<file path="config.mk">
export PLATFORM = sky130hd
export DESIGN_NAME = resolver_config_control_regs
export DESIGN_NICKNAME = d
export VERILOG_FILES = /design/src/rcc_pkg.sv /design/src/resolver_config_control_regs.sv
export VERILOG_INCLUDE_DIRS = /design/src
export SDC_FILE = /design/constraint.sdc
export NUM_CORES = 1
export LEC_CHECK = 0
export ABC_AREA = 1
export BUFFER_PORTS_ARGS = -buffer_cell sky130_fd_sc_hd__buf_4
export CORE_AREA = 2 2 96 107
export DETAILED_ROUTE_END_ITERATION = 12
export DIE_AREA = 0 0 98 109
export GPL_ROUTABILITY_DRIVEN = 0
export GPL_TIMING_DRIVEN = 0
export PLACE_DENSITY = 0.7
export RECOVER_POWER = 100
export SYNTH_ARGS = -nofsm -noshare
export SYNTH_HDL_FRONTEND = slang
export SYNTH_SLANG_ARGS = --single-unit
</file>
<file path="constraint.sdc">
create_clock -name clock -period 1.52 [get_ports clock]
set_input_delay 0.152 -clock clock [delete_from_list [all_inputs] [get_ports clock]]
set_output_delay 0.152 -clock clock [all_outputs]
set_load 0.005 [all_outputs]
</file>
<file path="src/rcc_defines.svh">
`ifndef RCC_DEFINES_SVH
`define RCC_DEFINES_SVH

// ----------------------------------------
// Register indices (byte address = 4 * index)
// ----------------------------------------
`define RCC_IDX_CONFIG      4'h9
`define RCC_IDX_MASK        4'ha
`define RCC_IDX_POLICY      4'hb
`define RCC_IDX_STATE       4'hc

// ----------------------------------------
// Reset values and writable bits
// ----------------------------------------
`define RCC_CONFIG_RST      16'h0002
`define RCC_CONFIG_WMASK    16'h01bf
`define RCC_MASK_RST        16'h0000
`define RCC_MASK_WMASK      16'h2ffe
`define RCC_POLICY_RST      16'h0000
`define RCC_POLICY_WMASK    16'h003f
`define RCC_STATE_RST       16'h0000
`define RCC_STATE_WMASK     16'h0003

// ----------------------------------------
// Field positions
// ----------------------------------------
`define RCC_POLE_LSB        7
`define RCC_FREQ_LSB        3
`define RCC_BOOST_LSB       0
`define RCC_LEAVE_BIT       0
`define RCC_MONMASK_BIT     1
`define RCC_CALMASK_BIT     2
`define RCC_IUVMASK_BIT     3
`define RCC_IOVMASK_BIT     4
`define RCC_XUVMASK_BIT     5
`define RCC_XOVMASK_BIT     6
`define RCC_LOOPMASK_BIT    7
`define RCC_COLMASK_BIT     8
`define RCC_SOLMASK_BIT     9
`define RCC_COHMASK_BIT     10
`define RCC_SOHMASK_BIT     11
`define RCC_SHORTMASK_BIT   13
`define RCC_KEEPUV_BIT      0
`define RCC_KEEPMON_BIT     1
`define RCC_KEEPBIST_BIT    2
`define RCC_KEEPIO_BIT      3
`define RCC_KEEPIN_BIT      4
`define RCC_FEOFF_BIT       5
`define RCC_LBIST_BIT       14
`define RCC_ABIST_BIT       15
`define RCC_EXC_BIT         0
`define RCC_LOOP_BIT        1
`define RCC_ENTER_BIT       2

// ----------------------------------------
// Self-test run lengths in cycles
// ----------------------------------------
`define RCC_ABIST_CYCLES    8'd64
`define RCC_LBIST_CYCLES    8'd32

`endif

</file>
<file path="src/rcc_pkg.sv">
package rcc_pkg;
    typedef enum logic [1:0] {
        RCC_CHECK  = 2'b01,
        RCC_NORMAL = 2'b10
    } rcc_state_e;
    typedef logic [15:0] rcc_word_t;
endpackage

</file>
<file path="src/resolver_config_control_regs.sv">
`timescale 1ns/1ps
`include "rcc_defines.svh"

// Notes on behaviour
// - Two-bit pole multiplier selects one to four
// - Three-bit exciter frequency code, internal clock only
// - Boost voltage code, 10 V upward, resets two
// - Short and open fault masks, reset zero
// - Loop error, exciter over/under masks
// - Input overvoltage and undervoltage masks
// - Calibration mask; monitor mask covers both
// - Leave-check write exits; self-clears, reads zero
// - Leave-check bit ignores write protection
// - Checksum sees zero for leave and selftest
// - Analog selftest launch; reads running indicator
// - Logic selftest launch; reads running indicator
// - Front-end off bit disables converter front
// - Input faults stop exciter unless kept
// - Digital pin fault stops exciter unless kept
// - Selftest failure stops exciter unless kept
// - Monitor faults stop exciter unless kept
// - Exciter undervoltage stops exciter unless kept
// - Enter-check write enters; self-clears, reads zero
// - Unmasked unkept fault, except loop error and calibration, clears exciter on while active
// - Loop and exciter on set on first entry to normal
module resolver_config_control_regs
    import rcc_pkg::*;
(
    input  wire logic        clock,
    input  wire logic        arst_n,
    input  wire logic        wb_cyc_i,
    input  wire logic        wb_stb_i,
    input  wire logic        wb_we_i,
    input  wire logic [5:0]  wb_adr_i,
    input  wire logic [3:0]  wb_sel_i,
    input  wire logic [31:0] wb_dat_i,
    output logic      [31:0] wb_dat_o,
    output logic             wb_ack_o,
    input  wire logic        writeProtect,
    input  wire logic        externalClockSelect,
    input  wire logic        inputShortFlag,
    input  wire logic        sineOpenHighFlag,
    input  wire logic        cosineOpenHighFlag,
    input  wire logic        sineOpenLowFlag,
    input  wire logic        cosineOpenLowFlag,
    input  wire logic        loopErrorFlag,
    input  wire logic        exciterOvervoltFlag,
    input  wire logic        exciterUndervoltFlag,
    input  wire logic        inputOvervoltFlag,
    input  wire logic        inputUndervoltFlag,
    input  wire logic        calibrationFault,
    input  wire logic        exciterMonitorHighFlag,
    input  wire logic        exciterMonitorLowFlag,
    input  wire logic        digitalPinFault,
    input  wire logic        selftestFail,
    output logic      [2:0]  poleMultiplier,
    output logic      [2:0]  exciterFreqSelect,
    output logic             exciterFreqValid,
    output logic      [2:0]  boostVoltageSelect,
    output logic             converterFrontEndOff,
    output logic             trackingLoopOn,
    output logic             exciterOn,
    output logic             selfCheckState,
    output logic             analogSelftestRunning,
    output logic             logicSelftestRunning,
    output logic             faultActive,
    output logic      [15:0] checksum
);

    // ----------------------------------------
    // Storage
    // ----------------------------------------
    rcc_word_t  configReg;
    rcc_word_t  maskReg;
    rcc_word_t  policyReg;
    logic       loopReg;
    logic       excReg;
    rcc_state_e stateReg;
    logic [7:0] abistCntReg;
    logic [7:0] lbistCntReg;
    logic       ackReg;
    logic [31:0] datReg;
    logic       poweredReg;
    logic       checkStateReg;
    logic       abistRunReg;
    logic       lbistRunReg;

    // Byte-lane merge of a 16-bit register
    function automatic rcc_word_t merge(input rcc_word_t old, input rcc_word_t wd,
                                        input logic [1:0] sel, input rcc_word_t wm);
        rcc_word_t lane;
        lane  = {{8{sel[1]}}, {8{sel[0]}}} & wm;
        merge = (old & ~lane) | (wd & lane);
    endfunction

    // ----------------------------------------
    // Bus decode
    // ----------------------------------------
    wire        busReq     = wb_cyc_i && wb_stb_i && !ackReg;
    wire        wrStrobe   = busReq && wb_we_i;
    wire [3:0]  regIdx     = wb_adr_i[5:2];
    wire        hitConfig  = regIdx == `RCC_IDX_CONFIG;
    wire        hitMask    = regIdx == `RCC_IDX_MASK;
    wire        hitPolicy  = regIdx == `RCC_IDX_POLICY;
    wire        hitState   = regIdx == `RCC_IDX_STATE;
    wire        wrAllowed  = wrStrobe && !writeProtect;
    wire [15:0] wrData     = wb_dat_i[15:0];
    wire        lowLane    = wb_sel_i[0];
    wire        highLane   = wb_sel_i[1];
    wire [1:0]  laneSel    = wb_sel_i[1:0];

    wire leaveCmd  = wrStrobe && hitMask && lowLane && wrData[`RCC_LEAVE_BIT];
    wire enterCmd  = wrAllowed && hitState && lowLane && wrData[`RCC_ENTER_BIT];
    wire abistCmd  = wrAllowed && hitPolicy && highLane && wrData[`RCC_ABIST_BIT];
    wire lbistCmd  = wrAllowed && hitPolicy && highLane && wrData[`RCC_LBIST_BIT];

    // ----------------------------------------
    // Fault gating
    // ----------------------------------------
    wire inputFault = (inputShortFlag     && !maskReg[`RCC_SHORTMASK_BIT])
                   || (sineOpenHighFlag   && !maskReg[`RCC_SOHMASK_BIT])
                   || (cosineOpenHighFlag && !maskReg[`RCC_COHMASK_BIT])
                   || (sineOpenLowFlag    && !maskReg[`RCC_SOLMASK_BIT])
                   || (cosineOpenLowFlag  && !maskReg[`RCC_COLMASK_BIT])
                   || (inputOvervoltFlag  && !maskReg[`RCC_IOVMASK_BIT])
                   || (inputUndervoltFlag && !maskReg[`RCC_IUVMASK_BIT]);
    wire monFault  = (exciterMonitorHighFlag || exciterMonitorLowFlag)
                   && !maskReg[`RCC_MONMASK_BIT];
    wire uvFault   = exciterUndervoltFlag && !maskReg[`RCC_XUVMASK_BIT];
    wire ovFault   = exciterOvervoltFlag && !maskReg[`RCC_XOVMASK_BIT];
    wire loopFault = loopErrorFlag && !maskReg[`RCC_LOOPMASK_BIT];
    wire calFault  = calibrationFault && !maskReg[`RCC_CALMASK_BIT];

    wire excKill = (inputFault && !policyReg[`RCC_KEEPIN_BIT])
                || (digitalPinFault && !policyReg[`RCC_KEEPIO_BIT])
                || (selftestFail && !policyReg[`RCC_KEEPBIST_BIT])
                || (monFault && !policyReg[`RCC_KEEPMON_BIT])
                || (uvFault && !policyReg[`RCC_KEEPUV_BIT])
                || ovFault;
    wire anyFault = inputFault || monFault || uvFault || ovFault || loopFault || calFault
                 || digitalPinFault || selftestFail;

    // ----------------------------------------
    // Next-state terms
    // ----------------------------------------
    wire        toNormal   = stateReg == RCC_CHECK && leaveCmd;
    wire        autoEnable = toNormal && !poweredReg;
    wire        wrCtl      = wrAllowed && hitState && lowLane;
    wire        loopNext   = excKill ? 1'b0 : autoEnable ? 1'b1
                           : wrCtl ? wrData[`RCC_LOOP_BIT] : loopReg;
    wire        excNext    = excKill ? 1'b0 : autoEnable ? 1'b1
                           : wrCtl ? wrData[`RCC_EXC_BIT] : excReg;
    wire [7:0]  abistNext  = abistCmd ? `RCC_ABIST_CYCLES
                           : (abistCntReg != 8'h00) ? abistCntReg - 8'h01 : 8'h00;
    wire [7:0]  lbistNext  = lbistCmd ? `RCC_LBIST_CYCLES
                           : (lbistCntReg != 8'h00) ? lbistCntReg - 8'h01 : 8'h00;
    wire [15:0] stateRead  = {14'h0000, loopReg, excReg};
    wire [15:0] policyRead = {abistCntReg != 8'h00, lbistCntReg != 8'h00,
                              8'h00, policyReg[5:0]};
    wire [15:0] readMux    = hitConfig ? configReg
                           : hitMask   ? maskReg
                           : hitPolicy ? policyRead
                           : hitState  ? stateRead : 16'h0000;
    wire [15:0] configWr   = merge(configReg, wrData, laneSel, `RCC_CONFIG_WMASK);
    wire [15:0] maskWr     = merge(maskReg, wrData, laneSel, `RCC_MASK_WMASK);
    wire [15:0] policyWr   = merge(policyReg, wrData, laneSel, `RCC_POLICY_WMASK);
    wire rcc_state_e stateNext = toNormal ? RCC_NORMAL
        : (stateReg == RCC_NORMAL && enterCmd) ? RCC_CHECK : stateReg;

    // ----------------------------------------
    // Registers
    // ----------------------------------------
    always_ff @(posedge clock or negedge arst_n) begin
        if (!arst_n) begin
            configReg <= `RCC_CONFIG_RST;
            maskReg   <= `RCC_MASK_RST;
            policyReg <= `RCC_POLICY_RST;
        end else if (wrAllowed) begin
            if (hitConfig) configReg <= configWr;
            if (hitMask)   maskReg   <= maskWr;
            if (hitPolicy) policyReg <= policyWr;
        end
    end

    always_ff @(posedge clock or negedge arst_n) begin
        if (!arst_n) begin
            stateReg   <= RCC_CHECK;
            checkStateReg <= 1'b1;
            poweredReg <= 1'b0;
            loopReg    <= 1'b0;
            excReg     <= 1'b0;
        end else begin
            stateReg   <= stateNext;
            checkStateReg <= stateNext == RCC_CHECK;
            poweredReg <= poweredReg || toNormal;
            loopReg    <= loopNext;
            excReg     <= excNext;
        end
    end

    // Both self-tests start automatically at power-up
    always_ff @(posedge clock or negedge arst_n) begin
        if (!arst_n) begin
            abistCntReg <= `RCC_ABIST_CYCLES;
            lbistCntReg <= `RCC_LBIST_CYCLES;
            abistRunReg <= 1'b1;
            lbistRunReg <= 1'b1;
        end else begin
            abistCntReg <= abistNext;
            lbistCntReg <= lbistNext;
            abistRunReg <= abistNext != 8'h00;
            lbistRunReg <= lbistNext != 8'h00;
        end
    end

    always_ff @(posedge clock or negedge arst_n) begin
        if (!arst_n) begin
            ackReg <= 1'b0;
            datReg <= 32'h0000_0000;
        end else begin
            ackReg <= busReq;
            datReg <= busReq && !wb_we_i ? {16'h0000, readMux} : 32'h0000_0000;
        end
    end

    // ----------------------------------------
    // Outputs
    // ----------------------------------------
    always_ff @(posedge clock or negedge arst_n) begin
        if (!arst_n) begin
            poleMultiplier        <= 3'h1;
            exciterFreqSelect     <= 3'h0;
            exciterFreqValid      <= 1'b0;
            boostVoltageSelect    <= 3'h2;
            converterFrontEndOff  <= 1'b0;
            faultActive           <= 1'b0;
            checksum              <= 16'h0000;
        end else begin
            poleMultiplier        <= {1'b0, configReg[`RCC_POLE_LSB +: 2]} + 3'h1;
            exciterFreqSelect     <= configReg[`RCC_FREQ_LSB +: 3];
            exciterFreqValid      <= !externalClockSelect;
            boostVoltageSelect    <= configReg[`RCC_BOOST_LSB +: 3];
            converterFrontEndOff  <= policyReg[`RCC_FEOFF_BIT];
            faultActive           <= anyFault;
            checksum              <= configReg ^ {maskReg[15:1], 1'b0}
                                   ^ {2'b00, policyReg[13:0]}
                                   ^ {14'h0000, loopReg, excReg};
        end
    end

    assign wb_ack_o              = ackReg;
    assign wb_dat_o              = datReg;
    assign trackingLoopOn        = loopReg;
    assign exciterOn             = excReg;
    assign selfCheckState        = checkStateReg;
    assign analogSelftestRunning = abistRunReg;
    assign logicSelftestRunning  = lbistRunReg;
endmodule

</file>
==> impl_results.md <==
- Layout cells sized above 1: 29.5%
- VDD IR-drop max: 452 uV
- Die width: 98 um
- Largest net degree at the start of global routing: 92
- Initial antenna violation count: 0
- Top post-synthesis cells by count: 103 x nand2_1, 82 x dfrtp_1, 73 x inv_1, 43 x nor2_1, 25 x nand3_1
- Top delay family on crit path: simple AND/OR/NAND/NOR gates
- Cell mode on critical path: nand2_1
- Mapped cell area: 4250 um2
- Req. time, crit path: 1820 ps
- Final Power: 0.00586 W
- Longest Clk Path Bufs: 2
- WL final: 9.60 mm
- Slew margin rel.: 19.3%
- Async SR Flop Fraction: 100%
- Syn avg cell area: 8.96 um2
- CP Capture Type: flip-flop
- Routed Antenna Nets: 0
- # placed instances: 701
- Port Buf Inserts: 88
- Layout area overhead: 27.5%
- Place WS: -189 ps
- Num Clock Sinks: 91
- CP max-delay cell: dfrtp_1
- Largest cells by area after synthesis: dfrtp_1 48%, nand2_1 9.1%, inv_1 6.5%
- Library cells used by synthesis: 36
- Vias per inst: 4.71
- Vias in the first global route: 3440
- Crit start category: flip-flop
- Status: completed
- Syn. warnings: 0
- Reg2reg setup slack: 70 ps
- Pwr dens: 1080 nW/um2
- Worst-path clk slew: 80 ps
- Number of placement rows: 38
- DR iter-0 viols: 120
- Die Ht: 109 um
- Residual DRC count: 0
- Placement Cell Area: 5130 um2
- Cell Chain, Critical Path: inv_1 > ha_1 > nand2_2 > nor2_4 > nand3_2 > nand3_1 > nand2_1 > nor2_1 > nand2_1
- Logic pwr share: 22.9%
- Clock share of power: 26.9%
- Fill count: 903
- Hold Crit Class: input pin to flip-flop
- Final HPWL DP: 7.26 mm
- Final core occ: 56.1%
- Final nets: 666
- EDFF count, synth: 0
- Internal power: 0.00404 W
- Io pins: 130
- Clock latency on the worst-skew pair: 360 ps
- Die area: 10700 um2
- Sequential Power Share: 50.2%
- Clk_skew: 6.00 ps
- TritonCTS clock tree: yes
- Initial Utilization: 44.0%
- Via Count: 3407
- Switching part of the total power: 31.1%
- DRT Pass-1 Iters: 7
- Maximum net fanout on the critical path: 4
- Post-synth top area cell: dfrtp_1
- Crit path buffers/inverters: 1
- Share of the synthesized area in the top cell type: 48.3%
- Min Tclk post-route: 1450 ps
- Aggregate global routing overflow: 0
- Flops & latches, synth: 91
- Critical path data arrival time: 1740 ps
- Fin. max-slew vios: 0
- Post-Layout Inst Area: 5410 um2
- Crit-path max cell delay: 380 ps
- Core Region: 9650 um2
- Final period utilization: 95.2%
- Gr usage total: 19.0%
- Inserted Clock Buffers: 9
- Cell count after synthesis: 474
- Worst Max-Slew Pin Slew: 1210 ps
- Main synth FF type: dfrtp_1
- Root buffer cell: clkbuf_8
- DR WL/cell: 13.3 um
- Sequential fraction of the synthesis area: 53.9%
- Achievable Freq: 691 MHz
- # setup viols final: 0
- RSZ-0062 raised after global routing: yes
- Antenna cell count: 0
- Leakage power: 2.88 nW
- Final std cells w/o fill: 723
- Most common cell in the netlist: nand2_1
- Setup WS post-layout: 73.1 ps
- Max cap viols: 0
- Final Hold Viols: 0
- Setup CP Type: flip-flop to flip-flop
- First-pass GRT wire length: 15.8 mm
- H-tree depth: 3
- Switching pwr: 0.00182 W
[through the flow]
step	TNS (ps)	hold WS (ps)
2_1_floorplan	0	-144
3_3_place_gp	-1490	294
3_5_place_dp	-1570	305
4_1_cts	0	3.60
5_1_grt	-140	4.40
6_report	0	15.8
[area by class of cell]
type	instances	area, um2	area share, %
tap	120	150	2.77
buffer	22	169	3.12
timing repair buffer	96	717	13.2
inverter	79	304	5.62
clock buffer	15	186	3.44
clock inverter	1	5.00	0.0925
sequential	91	2290	42.3
multi-input combinational	299	1590	29.4
[layer usage]
| metal | share of wire [%] | routed length, um | track usage (%) |
|---|---|---|---|
| met5 | 0 | 0 | 0 |
| met1 | 39 | 3760 | 21.7 |
| met2 | 55 | 5230 | 35.2 |
| met3 | 4.4 | 421 | 3.72 |
| met4 | 1.9 | 181 | 7.54 |
[cell families after synthesis]
logic type / synth area share (%)
XOR/XNOR: 3.51
other: 0.0883
adder cells (fa/ha/maj): 1.18
buffers and inverters: 11.4
AND/OR/NAND/NOR: 22.9
flip-flops: 53.9
AO/OA/AOI/OAI: 7.01
[power by group through the flow]
stage | Sequential [W] | Combinational, W | Clock [W]
finish | 0.00294 | 0.00134 | 0.00158
global route | 0.00297 | 0.00153 | 0.00172
CTS | 0.00292 | 0.00133 | 0.00162
detailed placement | 0.00297 | 0.00128 | 0
global placement | 0.00295 | 0.00122 | 0
floorplan | 0.00293 | 0.000884 | 0
[worst paths after layout]
kind                       depth (start not counted)      startpoint              endpoint
setup / recovery                                   9  lbistCntReg[0]  logicSelftestRunning
hold / removal                                     3    selftestFail           faultActive
setup reg to reg                                   9  lbistCntReg[0]  logicSelftestRunning
hold reg to reg                                    0       flip-flop           checksum[9]
max in group asynchronous                          1          arst_n              wb_ack_o
min in group asynchronous                          1          arst_n  exciterFreqSelect[1]
[what timing repair did]
action	in CTS	in global routing
endpoints found under the setup margin	15	35
endpoints found under the hold margin	3	0
gates cloned	0	0
gates resized for setup	8	12
hold buffers	3	0
setup buffers	1	4
pin swaps	1	4
[layout by cell type (no fill, tap or decap), drive strengths merged, types with 4 or more instances in the layout]
cell type	instances
dfstp	9
nor3	8
xor2	7
dfrtp	82
xnor2	10
nand3	29
buf	67
clkbuf	63
conb	20
o21ai	30
a21oi	16
nor2	52
nand2	109
inv	79
nand4	4
ha	4
[worst register-to-register path: cells and delay by family (launching register included)]
family / cells / cell delay [ps]
adders and majority gates: 1 / 200
buffers and inverters: 1 / 80
DFF: 1 / 380
and+or+nand+nor: 7 / 730
Power figures use the tool's default switching activity.
